==> src/rtl/hinge_pkg.sv <==
package hinge_pkg;
    // lamp colour codes
    typedef enum logic [1:0] {
        lamp_off,
        lamp_green,
        lamp_orange,
        lamp_red
    } lamp_t;

    // self test length after supply-up, in ns, and derived cycles at 4 ns
    localparam int unsigned SELF_TEST_NS     = 40000;
    localparam int unsigned CLK_PERIOD_NS    = 4;
    localparam int unsigned SELF_TEST_CYCLES = SELF_TEST_NS / CLK_PERIOD_NS;
    // lamp flash half period in ns and cycles
    localparam int unsigned FLASH_HALF_NS     = 250000000;
    localparam int unsigned FLASH_HALF_CYCLES = FLASH_HALF_NS / CLK_PERIOD_NS;
    // largest chain length the unit supports
    localparam int unsigned MAX_CHAIN_UNITS = 32;
    // input disagreement tolerated before it counts as irregular, in cycles
    localparam int unsigned DISAGREE_CYCLES = 16;
endpackage

==> src/rtl/hinge_flash_if.sv <==
`timescale 1ns/1ps
interface hinge_flash_if;
    logic tick;
    modport src (output tick);
    modport dst (input tick);
endinterface

==> src/rtl/hinge_safety_ctrl.sv <==
// Contract
// two guard inputs, two outputs switched together
// separate status output follows actuator detection
// outputs enable only with guard closed
// checks inputs and sensing redundancy itself
// either input drops: both outputs off
// re-arm needs both inputs off then on
// slow or partial opening turns outputs off
// re-arm needs full open then close
// actuator without inputs: status on, outputs off
// neither present: all off, power lamp green
// inputs disagree: flash input lamp, outputs off
// output fault: flash output lamp red, all off
// fundamental fault shows red lamp indication
// faults clear only by supply cycle
// chainable up to thirty-two units
// all good: outputs, status on, lamps green
// self test at power-up, power lamp orange
`timescale 1ns/1ps
module hinge_safety_ctrl
    import hinge_pkg::*;
#(
    parameter int unsigned SELF_TEST   = SELF_TEST_CYCLES,
    parameter int unsigned FLASH_HALF  = FLASH_HALF_CYCLES,
    parameter int unsigned DISAGREE    = DISAGREE_CYCLES,
    parameter int unsigned CHAIN_UNITS = MAX_CHAIN_UNITS
) (
    input  wire logic clk,
    input  wire logic rst_b,
    input  wire logic guard_in_a,
    input  wire logic guard_in_b,
    input  wire logic sense_a_closed,
    input  wire logic sense_b_closed,
    input  wire logic sense_a_open,
    input  wire logic sense_b_open,
    input  wire logic sense_limit,
    input  wire logic drive_fb_a,
    input  wire logic drive_fb_b,
    input  wire logic internal_fault,
    output logic      safety_switch_a,
    output logic      safety_switch_b,
    output logic      hinge_state_signal,
    output lamp_t     supply_lamp,
    output lamp_t     safety_drive_lamp,
    output lamp_t     guard_request_lamp,
    output lamp_t     hinge_sense_lamp
);
    localparam int unsigned STW = $clog2(SELF_TEST + 1);
    localparam int unsigned DGW = $clog2(DISAGREE + 1);

    if (SELF_TEST < 1 || DISAGREE < 1) begin : g_cnt_chk
        $error("counts must be at least one");
    end
    if (CHAIN_UNITS < 1 || CHAIN_UNITS > MAX_CHAIN_UNITS) begin : g_chain_chk
        $error("bad chain length");
    end

    typedef enum logic [2:0] {
        st_test,
        st_run,
        st_out_fault,
        st_int_fault
    } state_t;

    logic [1:0] rst_sync_r;
    wire        rst_q_b = rst_sync_r[1];

    always_ff @(posedge clk or negedge rst_b) begin
        if (!rst_b) rst_sync_r <= 2'b00;
        else rst_sync_r <= {rst_sync_r[0], 1'b1};
    end

    hinge_flash_if fl ();
    hinge_flash_div #(.HALF(FLASH_HALF)) u_flash (
        .clk   (clk),
        .rst_b (rst_q_b),
        .fl    (fl)
    );

    state_t         state_r;
    state_t         state_nxt;
    logic [STW-1:0] test_cnt_r;
    logic [DGW-1:0] dis_cnt_r;
    logic           in_lock_r;
    logic           act_lock_r;
    logic           was_open_r;
    logic           drive_r;

    // redundancy: both channels must agree before the actuator counts
    wire act_closed  = sense_a_closed & sense_b_closed;
    wire act_open    = sense_a_open & sense_b_open;
    wire sense_clash = (sense_a_closed != sense_b_closed)
                     | (sense_a_closed & sense_a_open)
                     | (sense_b_closed & sense_b_open);
    wire both_in     = guard_in_a & guard_in_b;
    wire none_in     = ~guard_in_a & ~guard_in_b;
    wire in_differ   = guard_in_a ^ guard_in_b;
    wire irregular   = (dis_cnt_r == DGW'(DISAGREE));
    // an output whose readback differs from drive_r is a cross connection or short
    wire fb_bad      = (drive_fb_a != drive_r) | (drive_fb_b != drive_r);
    wire test_done   = (test_cnt_r == STW'(SELF_TEST));
    wire run_st      = (state_r == st_run);
    wire partial     = run_st & sense_limit & ~act_open;
    wire enable_ok   = run_st & act_closed & both_in & ~in_lock_r
                     & ~act_lock_r & ~irregular & ~sense_limit;
    // feedback checked one cycle after drive changes so switching edges pass
    logic drive_d_r;
    wire  out_fault  = run_st & (drive_r == drive_d_r) & fb_bad;

    always_comb begin
        state_nxt = state_r;
        case (state_r)
            st_test:      if (test_done) state_nxt = st_run;
            st_run: begin
                if (internal_fault || sense_clash) state_nxt = st_int_fault;
                else if (out_fault) state_nxt = st_out_fault;
            end
            // fault states only leave through reset, i.e. supply cycle
            st_out_fault: state_nxt = st_out_fault;
            st_int_fault: state_nxt = st_int_fault;
            default:      state_nxt = st_int_fault;
        endcase
    end

    always_ff @(posedge clk or negedge rst_q_b) begin
        if (!rst_q_b) begin
            state_r    <= st_test;
            test_cnt_r <= '0;
            dis_cnt_r  <= '0;
            drive_d_r  <= 1'b0;
        end else begin
            state_r    <= state_nxt;
            test_cnt_r <= test_done ? test_cnt_r : test_cnt_r + 1'b1;
            drive_d_r  <= drive_r;
            if (!in_differ) dis_cnt_r <= '0;
            else if (!irregular) dis_cnt_r <= dis_cnt_r + 1'b1;
        end
    end

    // input dropout lock: set on input loss while driving or on irregular inputs, cleared by both off
    always_ff @(posedge clk or negedge rst_q_b) begin
        if (!rst_q_b) begin
            in_lock_r <= 1'b1;
        end else if (drive_r && !both_in) begin
            in_lock_r <= 1'b1;
        end else if (irregular) begin
            in_lock_r <= 1'b1;
        end else if (none_in) begin
            in_lock_r <= 1'b0;
        end
    end

    // partial opening lock: cleared only after a full open then close
    always_ff @(posedge clk or negedge rst_q_b) begin
        if (!rst_q_b) begin
            act_lock_r <= 1'b0;
            was_open_r <= 1'b0;
        end else if (partial) begin
            act_lock_r <= 1'b1;
            was_open_r <= 1'b0;
        end else if (act_lock_r && act_open) begin
            was_open_r <= 1'b1;
        end else if (act_lock_r && was_open_r && act_closed) begin
            act_lock_r <= 1'b0;
            was_open_r <= 1'b0;
        end
    end

    wire hinge_nxt = (run_st & act_closed) | (run_st & sense_limit & ~both_in);

    lamp_t sup_nxt;
    lamp_t drv_nxt;
    lamp_t req_nxt;
    lamp_t sen_nxt;
    // flash phase toggles on each divider tick, so the drive, guard and sense lamps flash in step
    logic  flash_r;
    wire   flash_og = flash_r;

    always_ff @(posedge clk or negedge rst_q_b) begin
        if (!rst_q_b) begin
            flash_r <= 1'b0;
        end else if (fl.tick) begin
            flash_r <= ~flash_r;
        end
    end

    always_comb begin
        sup_nxt = lamp_off;
        drv_nxt = lamp_off;
        req_nxt = lamp_off;
        sen_nxt = lamp_off;
        case (state_r)
            st_test: sup_nxt = lamp_orange;
            st_run: begin
                sup_nxt = lamp_green;
                drv_nxt = enable_ok ? lamp_green : lamp_off;
                if (irregular) req_nxt = flash_og ? lamp_orange : lamp_green;
                else if (both_in && !in_lock_r) req_nxt = lamp_green;
                if (sense_limit) sen_nxt = flash_og ? lamp_orange : lamp_green;
                else if (act_closed) sen_nxt = lamp_green;
            end
            st_out_fault: begin
                sup_nxt = lamp_green;
                drv_nxt = flash_og ? lamp_red : lamp_off;
            end
            st_int_fault: sup_nxt = lamp_red;
            default:      sup_nxt = lamp_red;
        endcase
    end

    always_ff @(posedge clk or negedge rst_q_b) begin
        if (!rst_q_b) begin
            drive_r            <= 1'b0;
            hinge_state_signal <= 1'b0;
            supply_lamp        <= lamp_off;
            safety_drive_lamp  <= lamp_off;
            guard_request_lamp <= lamp_off;
            hinge_sense_lamp   <= lamp_off;
        end else begin
            drive_r            <= enable_ok & state_nxt == st_run;
            hinge_state_signal <= hinge_nxt & state_nxt == st_run;
            supply_lamp        <= sup_nxt;
            safety_drive_lamp  <= drv_nxt;
            guard_request_lamp <= req_nxt;
            hinge_sense_lamp   <= sen_nxt;
        end
    end

    // both outputs come from one flop so they can never split
    assign safety_switch_a = drive_r;
    assign safety_switch_b = drive_r;
endmodule

==> src/rtl/hinge_flash_div.sv <==
`timescale 1ns/1ps
// divider giving a one-cycle tick at the end of each flash half period
module hinge_flash_div #(
    parameter int unsigned HALF = 1000
) (
    input  wire logic  clk,
    input  wire logic  rst_b,
    hinge_flash_if.src fl
);
    localparam int unsigned W = (HALF > 1) ? $clog2(HALF) : 1;

    if (HALF < 2) begin : g_half_chk
        $error("flash half period too short");
    end

    logic [W-1:0] cnt_r;
    logic         tick_r;
    wire          wrap = (cnt_r == W'(HALF - 1));

    always_ff @(posedge clk or negedge rst_b) begin
        if (!rst_b) begin
            cnt_r  <= '0;
            tick_r <= 1'b0;
        end else begin
            cnt_r  <= wrap ? '0 : cnt_r + 1'b1;
            tick_r <= wrap;
        end
    end

    assign fl.tick = tick_r;
endmodule

==> config.mk <==
export PLATFORM = sky130hd
export DESIGN_NAME = hinge_safety_ctrl
export DESIGN_NICKNAME = d
export VERILOG_FILES = /design/src/rtl/hinge_pkg.sv /design/src/rtl/hinge_flash_if.sv /design/src/rtl/hinge_safety_ctrl.sv /design/src/rtl/hinge_flash_div.sv
export SDC_FILE = /design/constraint.sdc
export NUM_CORES = 1
export LEC_CHECK = 0
export BUFFER_PORTS_ARGS = -buffer_cell sky130_fd_sc_hd__buf_2
export CAP_MARGIN = 15
export CELL_PAD_IN_SITES_DETAIL_PLACEMENT = 1
export CELL_PAD_IN_SITES_GLOBAL_PLACEMENT = 2
export CORE_AREA = 3 3 104 106
export CTS_CLUSTER_DIAMETER = 30
export DETAILED_ROUTE_END_ITERATION = 6
export DIE_AREA = 0 0 107 109
export MAX_ROUTING_LAYER = met4
export PLACE_DENSITY_LB_ADDON = 0.1
export SLEW_MARGIN = 10
export SYNTH_ARGS = -nofsm -noshare
export SYNTH_HDL_FRONTEND = slang
export SYNTH_SLANG_ARGS = --single-unit
==> constraint.sdc <==
create_clock -name clk -period 2.7 [get_ports clk]
set_input_delay 0.135 -clock clk [delete_from_list [all_inputs] [get_ports clk]]
set_output_delay 0.135 -clock clk [all_outputs]
set_load 0.02 [all_outputs]
==> results of run 1 <==
==> cell usage in the layout, fill, tap and decap left out, types with 2 or more instances in the layout <==
cell      netlist  routed
xor2_1          8       8
nand2b_1        3       3
ha_1            8       8
nor4b_1         3       3
nand3_1        19      19
a21boi_0        2       2
conb_1          2       2
a21oi_1         9       9
nand4_1         9       9
or3_1           5       5
inv_1          17      17
inv_6           0       2
nand2_1        19      19
mux2i_1         5       5
buf_4           1       3
and2_1          5       5
nor2_1         20      20
clkbuf_8        0      11
or4_1           6       6
or2_2           4       4
nor4_1          4       4
and3_1          3       3
nor3_1         10      10
dfrtp_1        65      64
nor2b_1         2       2
o21ai_0         3       3
a22oi_1         2       2
o22ai_1         2       2
o31ai_1         3       3
or4b_2          2       2
xnor2_1        25      25
buf_2           2      22
==> final timing paths <==
kind	from	endpoint	cells after the start
setup / recovery	u_flash.cnt_r[0]	u_flash.cnt_r[24]	5
max in group asynchronous	rst_sync_r[1]	in_lock_r	1
setup reg to reg	u_flash.cnt_r[0]	u_flash.cnt_r[24]	5
min in group clk	sense_a_open	was_open_r	3
hold / removal	rst_b	rst_sync_r[0]	2
hold reg to reg	rst_sync_r[1]	test_cnt_r[12]	1
==> final cells by class <==
cell class,count,area [sq um],area share
multi-input combinational,199,1328,0.3702
sequential,66,1654,0.4613
timing repair buffer,27,162.7,0.04536
clock inverter,5,60.06,0.01675
tap,133,166.4,0.04641
clock buffer,11,151.4,0.04222
inverter,17,63.81,0.01779
==> cells by family after synthesis <==
| logic type | share of synthesized area |
|---|---|
| AOI/OAI and AO/OA | 0.06189 |
| xor gates and xnor gates | 0.09406 |
| adders and majority gates | 0.03257 |
| buffers and inverters | 0.03013 |
| DFF | 0.5379 |
| muxes | 0.01995 |
| other | 0.002444 |
| and+or+nand+nor | 0.2211 |
==> routing by layer <==
layer  vias up  part of all wire
met4         0             0.011
met1      1033              0.53
met5         -                 0
met3         6             0.029
li1       1068                 -
met2        22              0.43
==> power by group through the flow <==
stage	Clock, W	Sequential, W	Combinational [W]
after detailed placement	0	0.00103	0.0000821
after CTS	0.000920	0.00101	0.0000836
after global routing	0.000968	0.00101	0.0000932
after floorplan	0	0.00104	0.0000375
after global placement	0	0.00103	0.0000808
final	0.000882	0.00101	0.0000797
==> what timing repair did <==
item | 4_1_cts | 5_1_grt
hold endpoints to repair | 2 | 0
resized for setup | 0 | 0
hold buffers | 1 | 0
endpoints found under the setup margin | 0 | 0
==> sequential cells by signal, indices dropped and copies added, names as in the netlist <==
register and count:
safety_switch_a 1, dis_cnt_r 5, safety_drive_lamp 2, hinge_state_signal 1
hinge_sense_lamp 2, act_lock_r 1, drive_d_r 1, rst_sync_r 2
u_flash.fl.tick 1, was_open_r 1, supply_lamp 2, state_r 3
in_lock_r 1, u_flash.cnt_r 26, guard_request_lamp 2, test_cnt_r 14
flash_og 1
==> critical path: stages, from the launching register on <==
cell and delay, ps:
dfrtp_1 390, ha_1 260, nand4_1 200, or4_1 680, or4_1 520, a21oi_1 150
==> metrics by stage <==
step,instances,utilization,setup slack (ps),total power [W]
floorplan,288,-,687.8,0.001080
global placement,441,0.3411,481.6,0.001113
detailed placement,441,0.3411,406.5,0.001114
CTS,458,0.3635,362.7,0.002016
global route,458,0.3635,207.3,0.002076
finish,458,0.3635,405.1,0.001974
==> impl_results.html, run 1 <==
<table>
<tr><th>Metric</th><th>Value</th></tr>
<tr><th colspan="2">Outcome</th></tr>
<tr><td>Outcome</td><td>complete, no violations</td></tr>
<tr><th colspan="2">STA</th></tr>
<tr><td>Number of endpoints with negative hold slack in the final report</td><td>0</td></tr>
<tr><td>Setup repair after global routing missed its margin</td><td>false</td></tr>
<tr><td>Count of final setup violators</td><td>0</td></tr>
<tr><td>Tightest hold margin</td><td>about 110 ps</td></tr>
<tr><td>Final setup TNS</td><td>0 ps</td></tr>
<tr><td>Slew at the pin closest to its max-slew limit</td><td>just under 500 ps</td></tr>
<tr><td>Clock Skews</td><td>between 9 and 10 ps</td></tr>
<tr><td>Post-route clock period utilization</td><td>0.8500</td></tr>
<tr><td>F_max</td><td>around 440 MHz</td></tr>
<tr><td>Worst-case headroom to the max-slew limit</td><td>0.6743</td></tr>
<tr><td>Crit path time final</td><td>~2300 ps</td></tr>
<tr><td>Final Max Tran Viols</td><td>0</td></tr>
<tr><th colspan="2">Place</th></tr>
<tr><td>Detailed placer's ending HPWL</td><td>about 4500 um</td></tr>
<tr><td>Placer congestion estimate</td><td>~0.75</td></tr>
<tr><td>Number of port buffers</td><td>22</td></tr>
<tr><td>Standard cell area after detailed placement</td><td>3364 sq um</td></tr>
<tr><th colspan="2">Worst setup path</th></tr>
<tr><td>Startpoint type of the worst setup path</td><td>flop</td></tr>
<tr><td>Start-to-end type of the worst setup path</td><td>reg -&gt; reg</td></tr>
<tr><td>Required time of the critical path</td><td>between 2000 and 3000 ps</td></tr>
<tr><td>R2R setup slack</td><td>approximately 400 ps</td></tr>
<tr><td>Worst-path fanout max</td><td>9</td></tr>
<tr><td>Worst setup EP type</td><td>flop</td></tr>
<tr><td>Crit path DAT</td><td>about 2600 ps</td></tr>
<tr><th colspan="2">Floorplan</th></tr>
<tr><td>Cell Rows</td><td>36</td></tr>
<tr><td>Die boundary height</td><td>109 um</td></tr>
<tr><td>Total Die Area</td><td>roughly 12,000 sq um</td></tr>
<tr><td>Die span in x</td><td>between 100 and 150 um</td></tr>
<tr><td>Core region area</td><td>~9900 sq um</td></tr>
<tr><td>Number of ports placed on the die boundary</td><td>23</td></tr>
<tr><td>Starting density of the core</td><td>0.3115</td></tr>
<tr><th colspan="2">Pwr</th></tr>
<tr><td>Maximum VDD drop</td><td>approximately 0.00033 V</td></tr>
<tr><td>Leakage power</td><td>between 1.5 and 2 nW</td></tr>
<tr><td>Pwr/cell area</td><td>~550 nW/um^2</td></tr>
<tr><td>Power Internal</td><td>0.001516 W</td></tr>
<tr><td>Net Sw Frac</td><td>0.2317</td></tr>
<tr><td>Relative contribution of sequential cells to total power</td><td>0.513</td></tr>
<tr><td>Clock share of power</td><td>0.447</td></tr>
<tr><td>Relative contribution of combinational cells to total power</td><td>0.040</td></tr>
<tr><td>Total net switching power</td><td>between 0.0004 and 0.0005 W</td></tr>
<tr><th colspan="2">Logic synthesis</th></tr>
<tr><td>Avg Inst Size Synth</td><td>between 10 and 15 sq um</td></tr>
<tr><td>Sequential-to-total area share from yosys stat</td><td>0.5379</td></tr>
<tr><td>Share of flip-flops with an asynchronous set or reset after synthesis</td><td>1.000</td></tr>
<tr><td>Commonest cells in the synthesized netlist</td><td>dfrtp_1, xnor2_1, nor2_1</td></tr>
<tr><td>Most frequent cell after synthesis</td><td>dfrtp_1</td></tr>
<tr><td>Number of warning messages in the yosys log</td><td>0</td></tr>
<tr><td>Most instantiated flip-flop cell in the synthesis netlist</td><td>dfrtp_1</td></tr>
<tr><td>Cell count after synthesis</td><td>~290</td></tr>
<tr><td>Flops &amp; latches, synth</td><td>66</td></tr>
<tr><td>Share of the synthesized area in the top cell type</td><td>0.5293</td></tr>
<tr><td>Cell area after technology mapping</td><td>a little over 3000 sq um</td></tr>
<tr><td>Library cell occupying the most area in the post-synthesis netlist</td><td>dfrtp_1</td></tr>
<tr><td>Number of synthesized flops with an enable pin</td><td>0</td></tr>
<tr><td>Number of unique standard cell types used by synthesis</td><td>48</td></tr>
<tr><td>Net count after synthesis</td><td>308</td></tr>
<tr><td>Top post-synthesis cells by area</td><td>dfrtp_1, xnor2_1, ha_1</td></tr>
<tr><th colspan="2">Finish</th></tr>
<tr><td>Synth-to-layout area growth</td><td>16.69%</td></tr>
<tr><td>Share of final-layout standard cells stronger than drive strength 1</td><td>0.1600</td></tr>
<tr><td>Post-route design area</td><td>~3600 sq um</td></tr>
<tr><td>Number of antenna diodes</td><td>0</td></tr>
<tr><td>Final Net Count</td><td>340</td></tr>
<tr><td>Layout filler cell count</td><td>~1,100</td></tr>
<tr><th colspan="2">Global route</th></tr>
<tr><td>Routing usage on met3</td><td>0.03730</td></tr>
<tr><td>Met1 usage in global routing</td><td>0.1755</td></tr>
<tr><td>Maximum number of pins on one net before global-route repair</td><td>65</td></tr>
<tr><td>Vias in the first global route</td><td>~2,200</td></tr>
<tr><td>All-Layer GR Usage</td><td>0.1262</td></tr>
<tr><td>Routing layer with the top usage in global route</td><td>met2</td></tr>
<tr><td>Initial antenna violation count</td><td>0</td></tr>
<tr><td>Global-route wire length before repair</td><td>11,290 um</td></tr>
<tr><td>GR Layer Usage met2</td><td>0.1817</td></tr>
<tr><td>Final global-route overflow total</td><td>0</td></tr>
<tr><th colspan="2">Routing</th></tr>
<tr><td>Average wire length per cell after detail routing</td><td>around 14 um</td></tr>
<tr><td>Violation count after the first detailed-routing iteration</td><td>69</td></tr>
<tr><td>Final routed wirelength across all metal layers</td><td>6391 um</td></tr>
<tr><td>Detailed-route DRC error count</td><td>0</td></tr>
<tr><td>Count of vias placed by the detailed router</td><td>2,129</td></tr>
<tr><td>Length of the first detailed-routing pass in iterations</td><td>4</td></tr>
<tr><td>Vias per cell</td><td>4.648</td></tr>
<tr><td>Post-route antenna net violation count</td><td>0</td></tr>
<tr><th colspan="2">Clocking</th></tr>
<tr><td>Deepest clock path buffer count</td><td>2</td></tr>
<tr><td>Sink count of the clock tree</td><td>between 60 and 70</td></tr>
<tr><td>Worst-Skew Late Latency</td><td>330 ps</td></tr>
<tr><td>Clock tree from TritonCTS</td><td>built</td></tr>
<tr><td>Worst-path clk slew</td><td>80 ps</td></tr>
<tr><td>CTS H-tree depth</td><td>3</td></tr>
<tr><td>Post-CTS Setup Bufs</td><td>0</td></tr>
<tr><td>TritonCTS Buffers</td><td>9</td></tr>
<tr><td>Clock root buffer</td><td>clkbuf_8</td></tr>
<tr><th colspan="2">Min path</th></tr>
<tr><td>Class of the worst hold path</td><td>in -&gt; async</td></tr>
<tr><th colspan="2">Job</th></tr>
<tr><td>Max-cap violation count</td><td>0</td></tr>
</table>
(Power assumes the default switching activity.)
==> run 2: changes to the inputs <==
- clock period: 2.7 -> 1.9 ns (I/O delays scaled with it)
==> impl_results.html, run 2 (same netlist as run 1, synthesis figures left out) <==
<table>
<tr><th>Metric</th><th>Value</th></tr>
<tr><th colspan="2">Routing</th></tr>
<tr><td>Violation count after the first detailed-routing iteration</td><td>38 (-45%)</td></tr>
<tr><td>Detailed-route DRC error count</td><td>0 (unchanged)</td></tr>
<tr><td>Average wire length per cell after detail routing</td><td>14.13 um (+1.3%)</td></tr>
<tr><td>Vias per cell</td><td>4.647 (about the same)</td></tr>
<tr><td>WL met3</td><td>192 um (+4.9%)</td></tr>
<tr><td>Length of the first detailed-routing pass in iterations</td><td>4 (unchanged)</td></tr>
<tr><td>WL met1</td><td>3355 um (-1.0%)</td></tr>
<tr><td>Final routed wirelength across all metal layers</td><td>6967 um (+9.0%)</td></tr>
<tr><td>Post-route antenna net violation count</td><td>0 (unchanged)</td></tr>
<tr><td>Highest metal layer with signal wires</td><td>met4</td></tr>
<tr><td>DR WL met2</td><td>3323 um (+21%)</td></tr>
<tr><td>Count of vias placed by the detailed router</td><td>2,291 (+7.6%)</td></tr>
<tr><th colspan="2">Worst setup path</th></tr>
<tr><td>R2R setup slack</td><td>-20 ps (-430 ps)</td></tr>
<tr><td>End of the worst register-to-register path</td><td>u_flash.cnt_r[24]</td></tr>
<tr><td>Worst-path fanout max</td><td>4 (-5)</td></tr>
<tr><td>Required time of the critical path</td><td>2160 ps (-800 ps)</td></tr>
<tr><td>Crit path DAT</td><td>2180 ps (-370 ps)</td></tr>
<tr><td>Combined buffer and inverter count along the critical path</td><td>1 (+1)</td></tr>
<tr><td>CP cell instances</td><td>nand4_1 -&gt; buf_4 -&gt; or4_4 -&gt; or4_4 -&gt; a21oi_2</td></tr>
<tr><td>Worst r2r src</td><td>u_flash.cnt_r[10]</td></tr>
<tr><td>Cell family contributing the most delay on the critical path</td><td>simple AND/OR/NAND/NOR gates</td></tr>
<tr><td>Most prevalent standard cell on the critical path</td><td>or4_4</td></tr>
<tr><td>Startpoint type of the worst setup path</td><td>flop</td></tr>
<tr><td>Slowest stage cell on the critical path</td><td>or4_4</td></tr>
<tr><td>Cell count of the worst reg-to-reg path</td><td>5 (unchanged)</td></tr>
<tr><td>Start-to-end type of the worst setup path</td><td>reg -&gt; reg</td></tr>
<tr><td>Worst stage delay on the critical path</td><td>500 ps (-180 ps)</td></tr>
<tr><td>Worst setup EP type</td><td>flop</td></tr>
<tr><th colspan="2">STA</th></tr>
<tr><td>Worst-case headroom to the max-slew limit</td><td>0.6277 (-0.04657)</td></tr>
<tr><td>F_max</td><td>520.8 MHz (+20%)</td></tr>
<tr><td>Count of final setup violators</td><td>2 (+2)</td></tr>
<tr><td>Final setup TNS</td><td>-37.83 ps (-37.83 ps)</td></tr>
<tr><td>Final Max Tran Viols</td><td>0 (unchanged)</td></tr>
<tr><td>Final WS setup</td><td>-19.99 ps (-425.1 ps)</td></tr>
<tr><td>Slew at the pin closest to its max-slew limit</td><td>558.4 ps (+76.65 ps)</td></tr>
<tr><td>Post-route clock period utilization</td><td>1.011 (+0.1605)</td></tr>
<tr><td>Clock Skews</td><td>11.04 ps (+1.424 ps)</td></tr>
<tr><td>Setup repair after global routing missed its margin</td><td>true</td></tr>
<tr><td>Number of endpoints with negative hold slack in the final report</td><td>0 (unchanged)</td></tr>
<tr><td>Tightest hold margin</td><td>58.73 ps (-46.52 ps)</td></tr>
<tr><td>Crit path time final</td><td>1920 ps (-374.9 ps)</td></tr>
<tr><th colspan="2">Global route</th></tr>
<tr><td>Vias in the first global route</td><td>2,491 (+12%)</td></tr>
<tr><td>Global-route wire length before repair</td><td>11,680 um (+3.5%)</td></tr>
<tr><td>All-Layer GR Usage</td><td>0.1314 (+0.005280)</td></tr>
<tr><td>Maximum number of pins on one net before global-route repair</td><td>44 (-32%)</td></tr>
<tr><td>Initial antenna violation count</td><td>0 (unchanged)</td></tr>
<tr><td>Final global-route overflow total</td><td>0 (unchanged)</td></tr>
<tr><th colspan="2">Min path</th></tr>
<tr><td>Class of the worst hold path</td><td>in -&gt; async</td></tr>
<tr><th colspan="2">Finish</th></tr>
<tr><td>Layout filler cell count</td><td>1,125 (-0.62%)</td></tr>
<tr><td>Largest register FFs</td><td>26 (unchanged)</td></tr>
<tr><td>Largest Register</td><td>u_flash.cnt_r</td></tr>
<tr><td>Synth-to-layout area growth</td><td>26.30%</td></tr>
<tr><td>Number of antenna diodes</td><td>0 (unchanged)</td></tr>
<tr><td>Most common library cell in the layout ignoring fill and taps</td><td>dfrtp_1</td></tr>
<tr><td>Final Net Count</td><td>375 (+10%)</td></tr>
<tr><td>Post-Layout Cell Count</td><td>493 (+7.6%)</td></tr>
<tr><td>Post-route design area</td><td>3881 sq um (+8.2%)</td></tr>
<tr><td>Final core utilization</td><td>0.3935 (+0.02993)</td></tr>
<tr><td>Highest-count cells in the layout ignoring fill and taps</td><td>dfrtp_1, buf_4, xnor2_1</td></tr>
<tr><td>Top flop regs</td><td>u_flash.cnt_r x26, test_cnt_r x14, dis_cnt_r x5</td></tr>
<tr><td>Share of final-layout standard cells stronger than drive strength 1</td><td>0.2722 (+0.1122)</td></tr>
<tr><th colspan="2">Floorplan</th></tr>
<tr><td>Core region area</td><td>9864 sq um (unchanged)</td></tr>
<tr><td>Total Die Area</td><td>11,660 sq um (unchanged)</td></tr>
<tr><td>Die span in x</td><td>107 um (unchanged)</td></tr>
<tr><td>Number of ports placed on the die boundary</td><td>23 (unchanged)</td></tr>
<tr><td>Starting density of the core</td><td>0.3115 (unchanged)</td></tr>
<tr><td>Die boundary height</td><td>109 um (unchanged)</td></tr>
<tr><td>Cell Rows</td><td>36 (unchanged)</td></tr>
<tr><th colspan="2">Clocking</th></tr>
<tr><td>Deepest clock path buffer count</td><td>2 (unchanged)</td></tr>
<tr><td>Worst-Skew Late Latency</td><td>340 ps (about the same)</td></tr>
<tr><td>TritonCTS Buffers</td><td>9 (unchanged)</td></tr>
<tr><td>Clock root buffer</td><td>clkbuf_8</td></tr>
<tr><td>Worst-path clk slew</td><td>70 ps (about the same)</td></tr>
<tr><td>Clock tree from TritonCTS</td><td>built</td></tr>
<tr><td>CTS H-tree depth</td><td>3 (unchanged)</td></tr>
<tr><td>Sink count of the clock tree</td><td>66 (unchanged)</td></tr>
<tr><th colspan="2">Pwr</th></tr>
<tr><td>Pwr/cell area</td><td>704.2 nW/um^2 (+28%)</td></tr>
<tr><td>Leakage power</td><td>1.725 nW (+11%)</td></tr>
<tr><td>Net Sw Frac</td><td>0.2292 (-0.002484)</td></tr>
<tr><td>Relative contribution of combinational cells to total power</td><td>0.042 (+0.002)</td></tr>
<tr><td>Power Internal</td><td>0.002107 W (+39%)</td></tr>
<tr><td>Relative contribution of sequential cells to total power</td><td>0.527 (+0.014)</td></tr>
<tr><td>Total net switching power</td><td>0.0006265 W (+37%)</td></tr>
<tr><td>Maximum VDD drop</td><td>0.0004118 V (+27%)</td></tr>
<tr><td>Clock share of power</td><td>0.432 (-0.015)</td></tr>
<tr><th colspan="2">Outcome</th></tr>
<tr><td>Failing checks</td><td>negative setup slack</td></tr>
<tr><td>Outcome</td><td>complete, but fails checks</td></tr>
<tr><th colspan="2">Place</th></tr>
<tr><td>Standard cell area after detailed placement</td><td>3561 sq um (+5.8%)</td></tr>
<tr><td>Number of port buffers</td><td>22 (unchanged)</td></tr>
<tr><td>Detailed placer's ending HPWL</td><td>4954 um (+10%)</td></tr>
<tr><td>Placer congestion estimate</td><td>0.7386 (-1.9%)</td></tr>
<tr><td>Cell count after placement</td><td>467 (+5.9%)</td></tr>
<tr><th colspan="2">Job</th></tr>
<tr><td>Max-cap violation count</td><td>0 (unchanged)</td></tr>
</table>
run 2: changes by cell type in the layout (fill, tap and decap cells not counted), moves of 3 or more:
cell     change
a21oi_1      -3
a21oi_2      +3
or4_1        -4
or4_4        +4
buf_4       +36
run 2: final cells by class:
cell class / instances / area [sq um] / share of cell area
clock buffers: 11 / 141.4 / 0.03643
clock inverters: 5 / 53.80 / 0.01386
inverters: 17 / 63.81 / 0.01644
multi-input cells: 199 / 1388 / 0.3575
flip-flops and latches: 66 / 1655 / 0.4265
well taps: 133 / 166.4 / 0.04288
repair buffers: 62 / 412.9 / 0.1064
run 2: how the worst max path moves through the flow:
stage | startpoint | endpoint | slack (ps) | depth (start not counted)
floorplan | u_flash.cnt_r[0] | u_flash.cnt_r[24] | -60 | 6
global placement | u_flash.cnt_r[1] | u_flash.cnt_r[24] | -10 | 5
detailed placement | u_flash.cnt_r[1] | u_flash.cnt_r[24] | -50 | 5
CTS | u_flash.cnt_r[1] | u_flash.cnt_r[24] | -40 | 5
global route | u_flash.cnt_r[12] | u_flash.cnt_r[24] | -90 | 5
finish | u_flash.cnt_r[10] | u_flash.cnt_r[24] | -20 | 5
run 2: worst reg2reg max path, cell delays in order (launching register included):
cell and delay (ps):
dfrtp_1 360, nand4_1 210, buf_4 200, or4_4 440, or4_4 500, a21oi_2 140
run 2: timing repair:
| item | 4_1_cts | 5_1_grt |
|---|---|---|
| gates resized for setup | 3 | 8 |
| buffers inserted | 3 | 6 |
| pin swaps | 4 | 7 |
| hold endpoints to repair | 2 | 0 |
| setup endpoints to repair | 1 | 14 |
| hold buffers | 1 | 0 |
run 2: metrics by stage:
stage,setup slack (ps),total power (W)
6_report,-19.99,0.002733
5_1_grt,-90.23,0.002881
4_1_cts,-35.08,0.002788
3_5_place_dp,-50.63,0.001582
3_3_place_gp,-11.53,0.001579
2_1_floorplan,-63.55,0.001535
run 2: power groups by stage:
stage	logic, W	registers, W	clock network [W]
after floorplan	0.0000533	0.00148	0
after global placement	0.000112	0.00147	0
after detailed placement	0.000115	0.00147	0
after CTS	0.000119	0.00144	0.00123
after global routing	0.000134	0.00144	0.00130
final	0.000114	0.00144	0.00118
run 2: per-layer routing:
metal  track usage  vias to the layer above
met4       0.04658                        0
met2        0.2172                       27
met1        0.1569                     1121
met5             -                        -
met3       0.03316                       10
li1              -                     1133
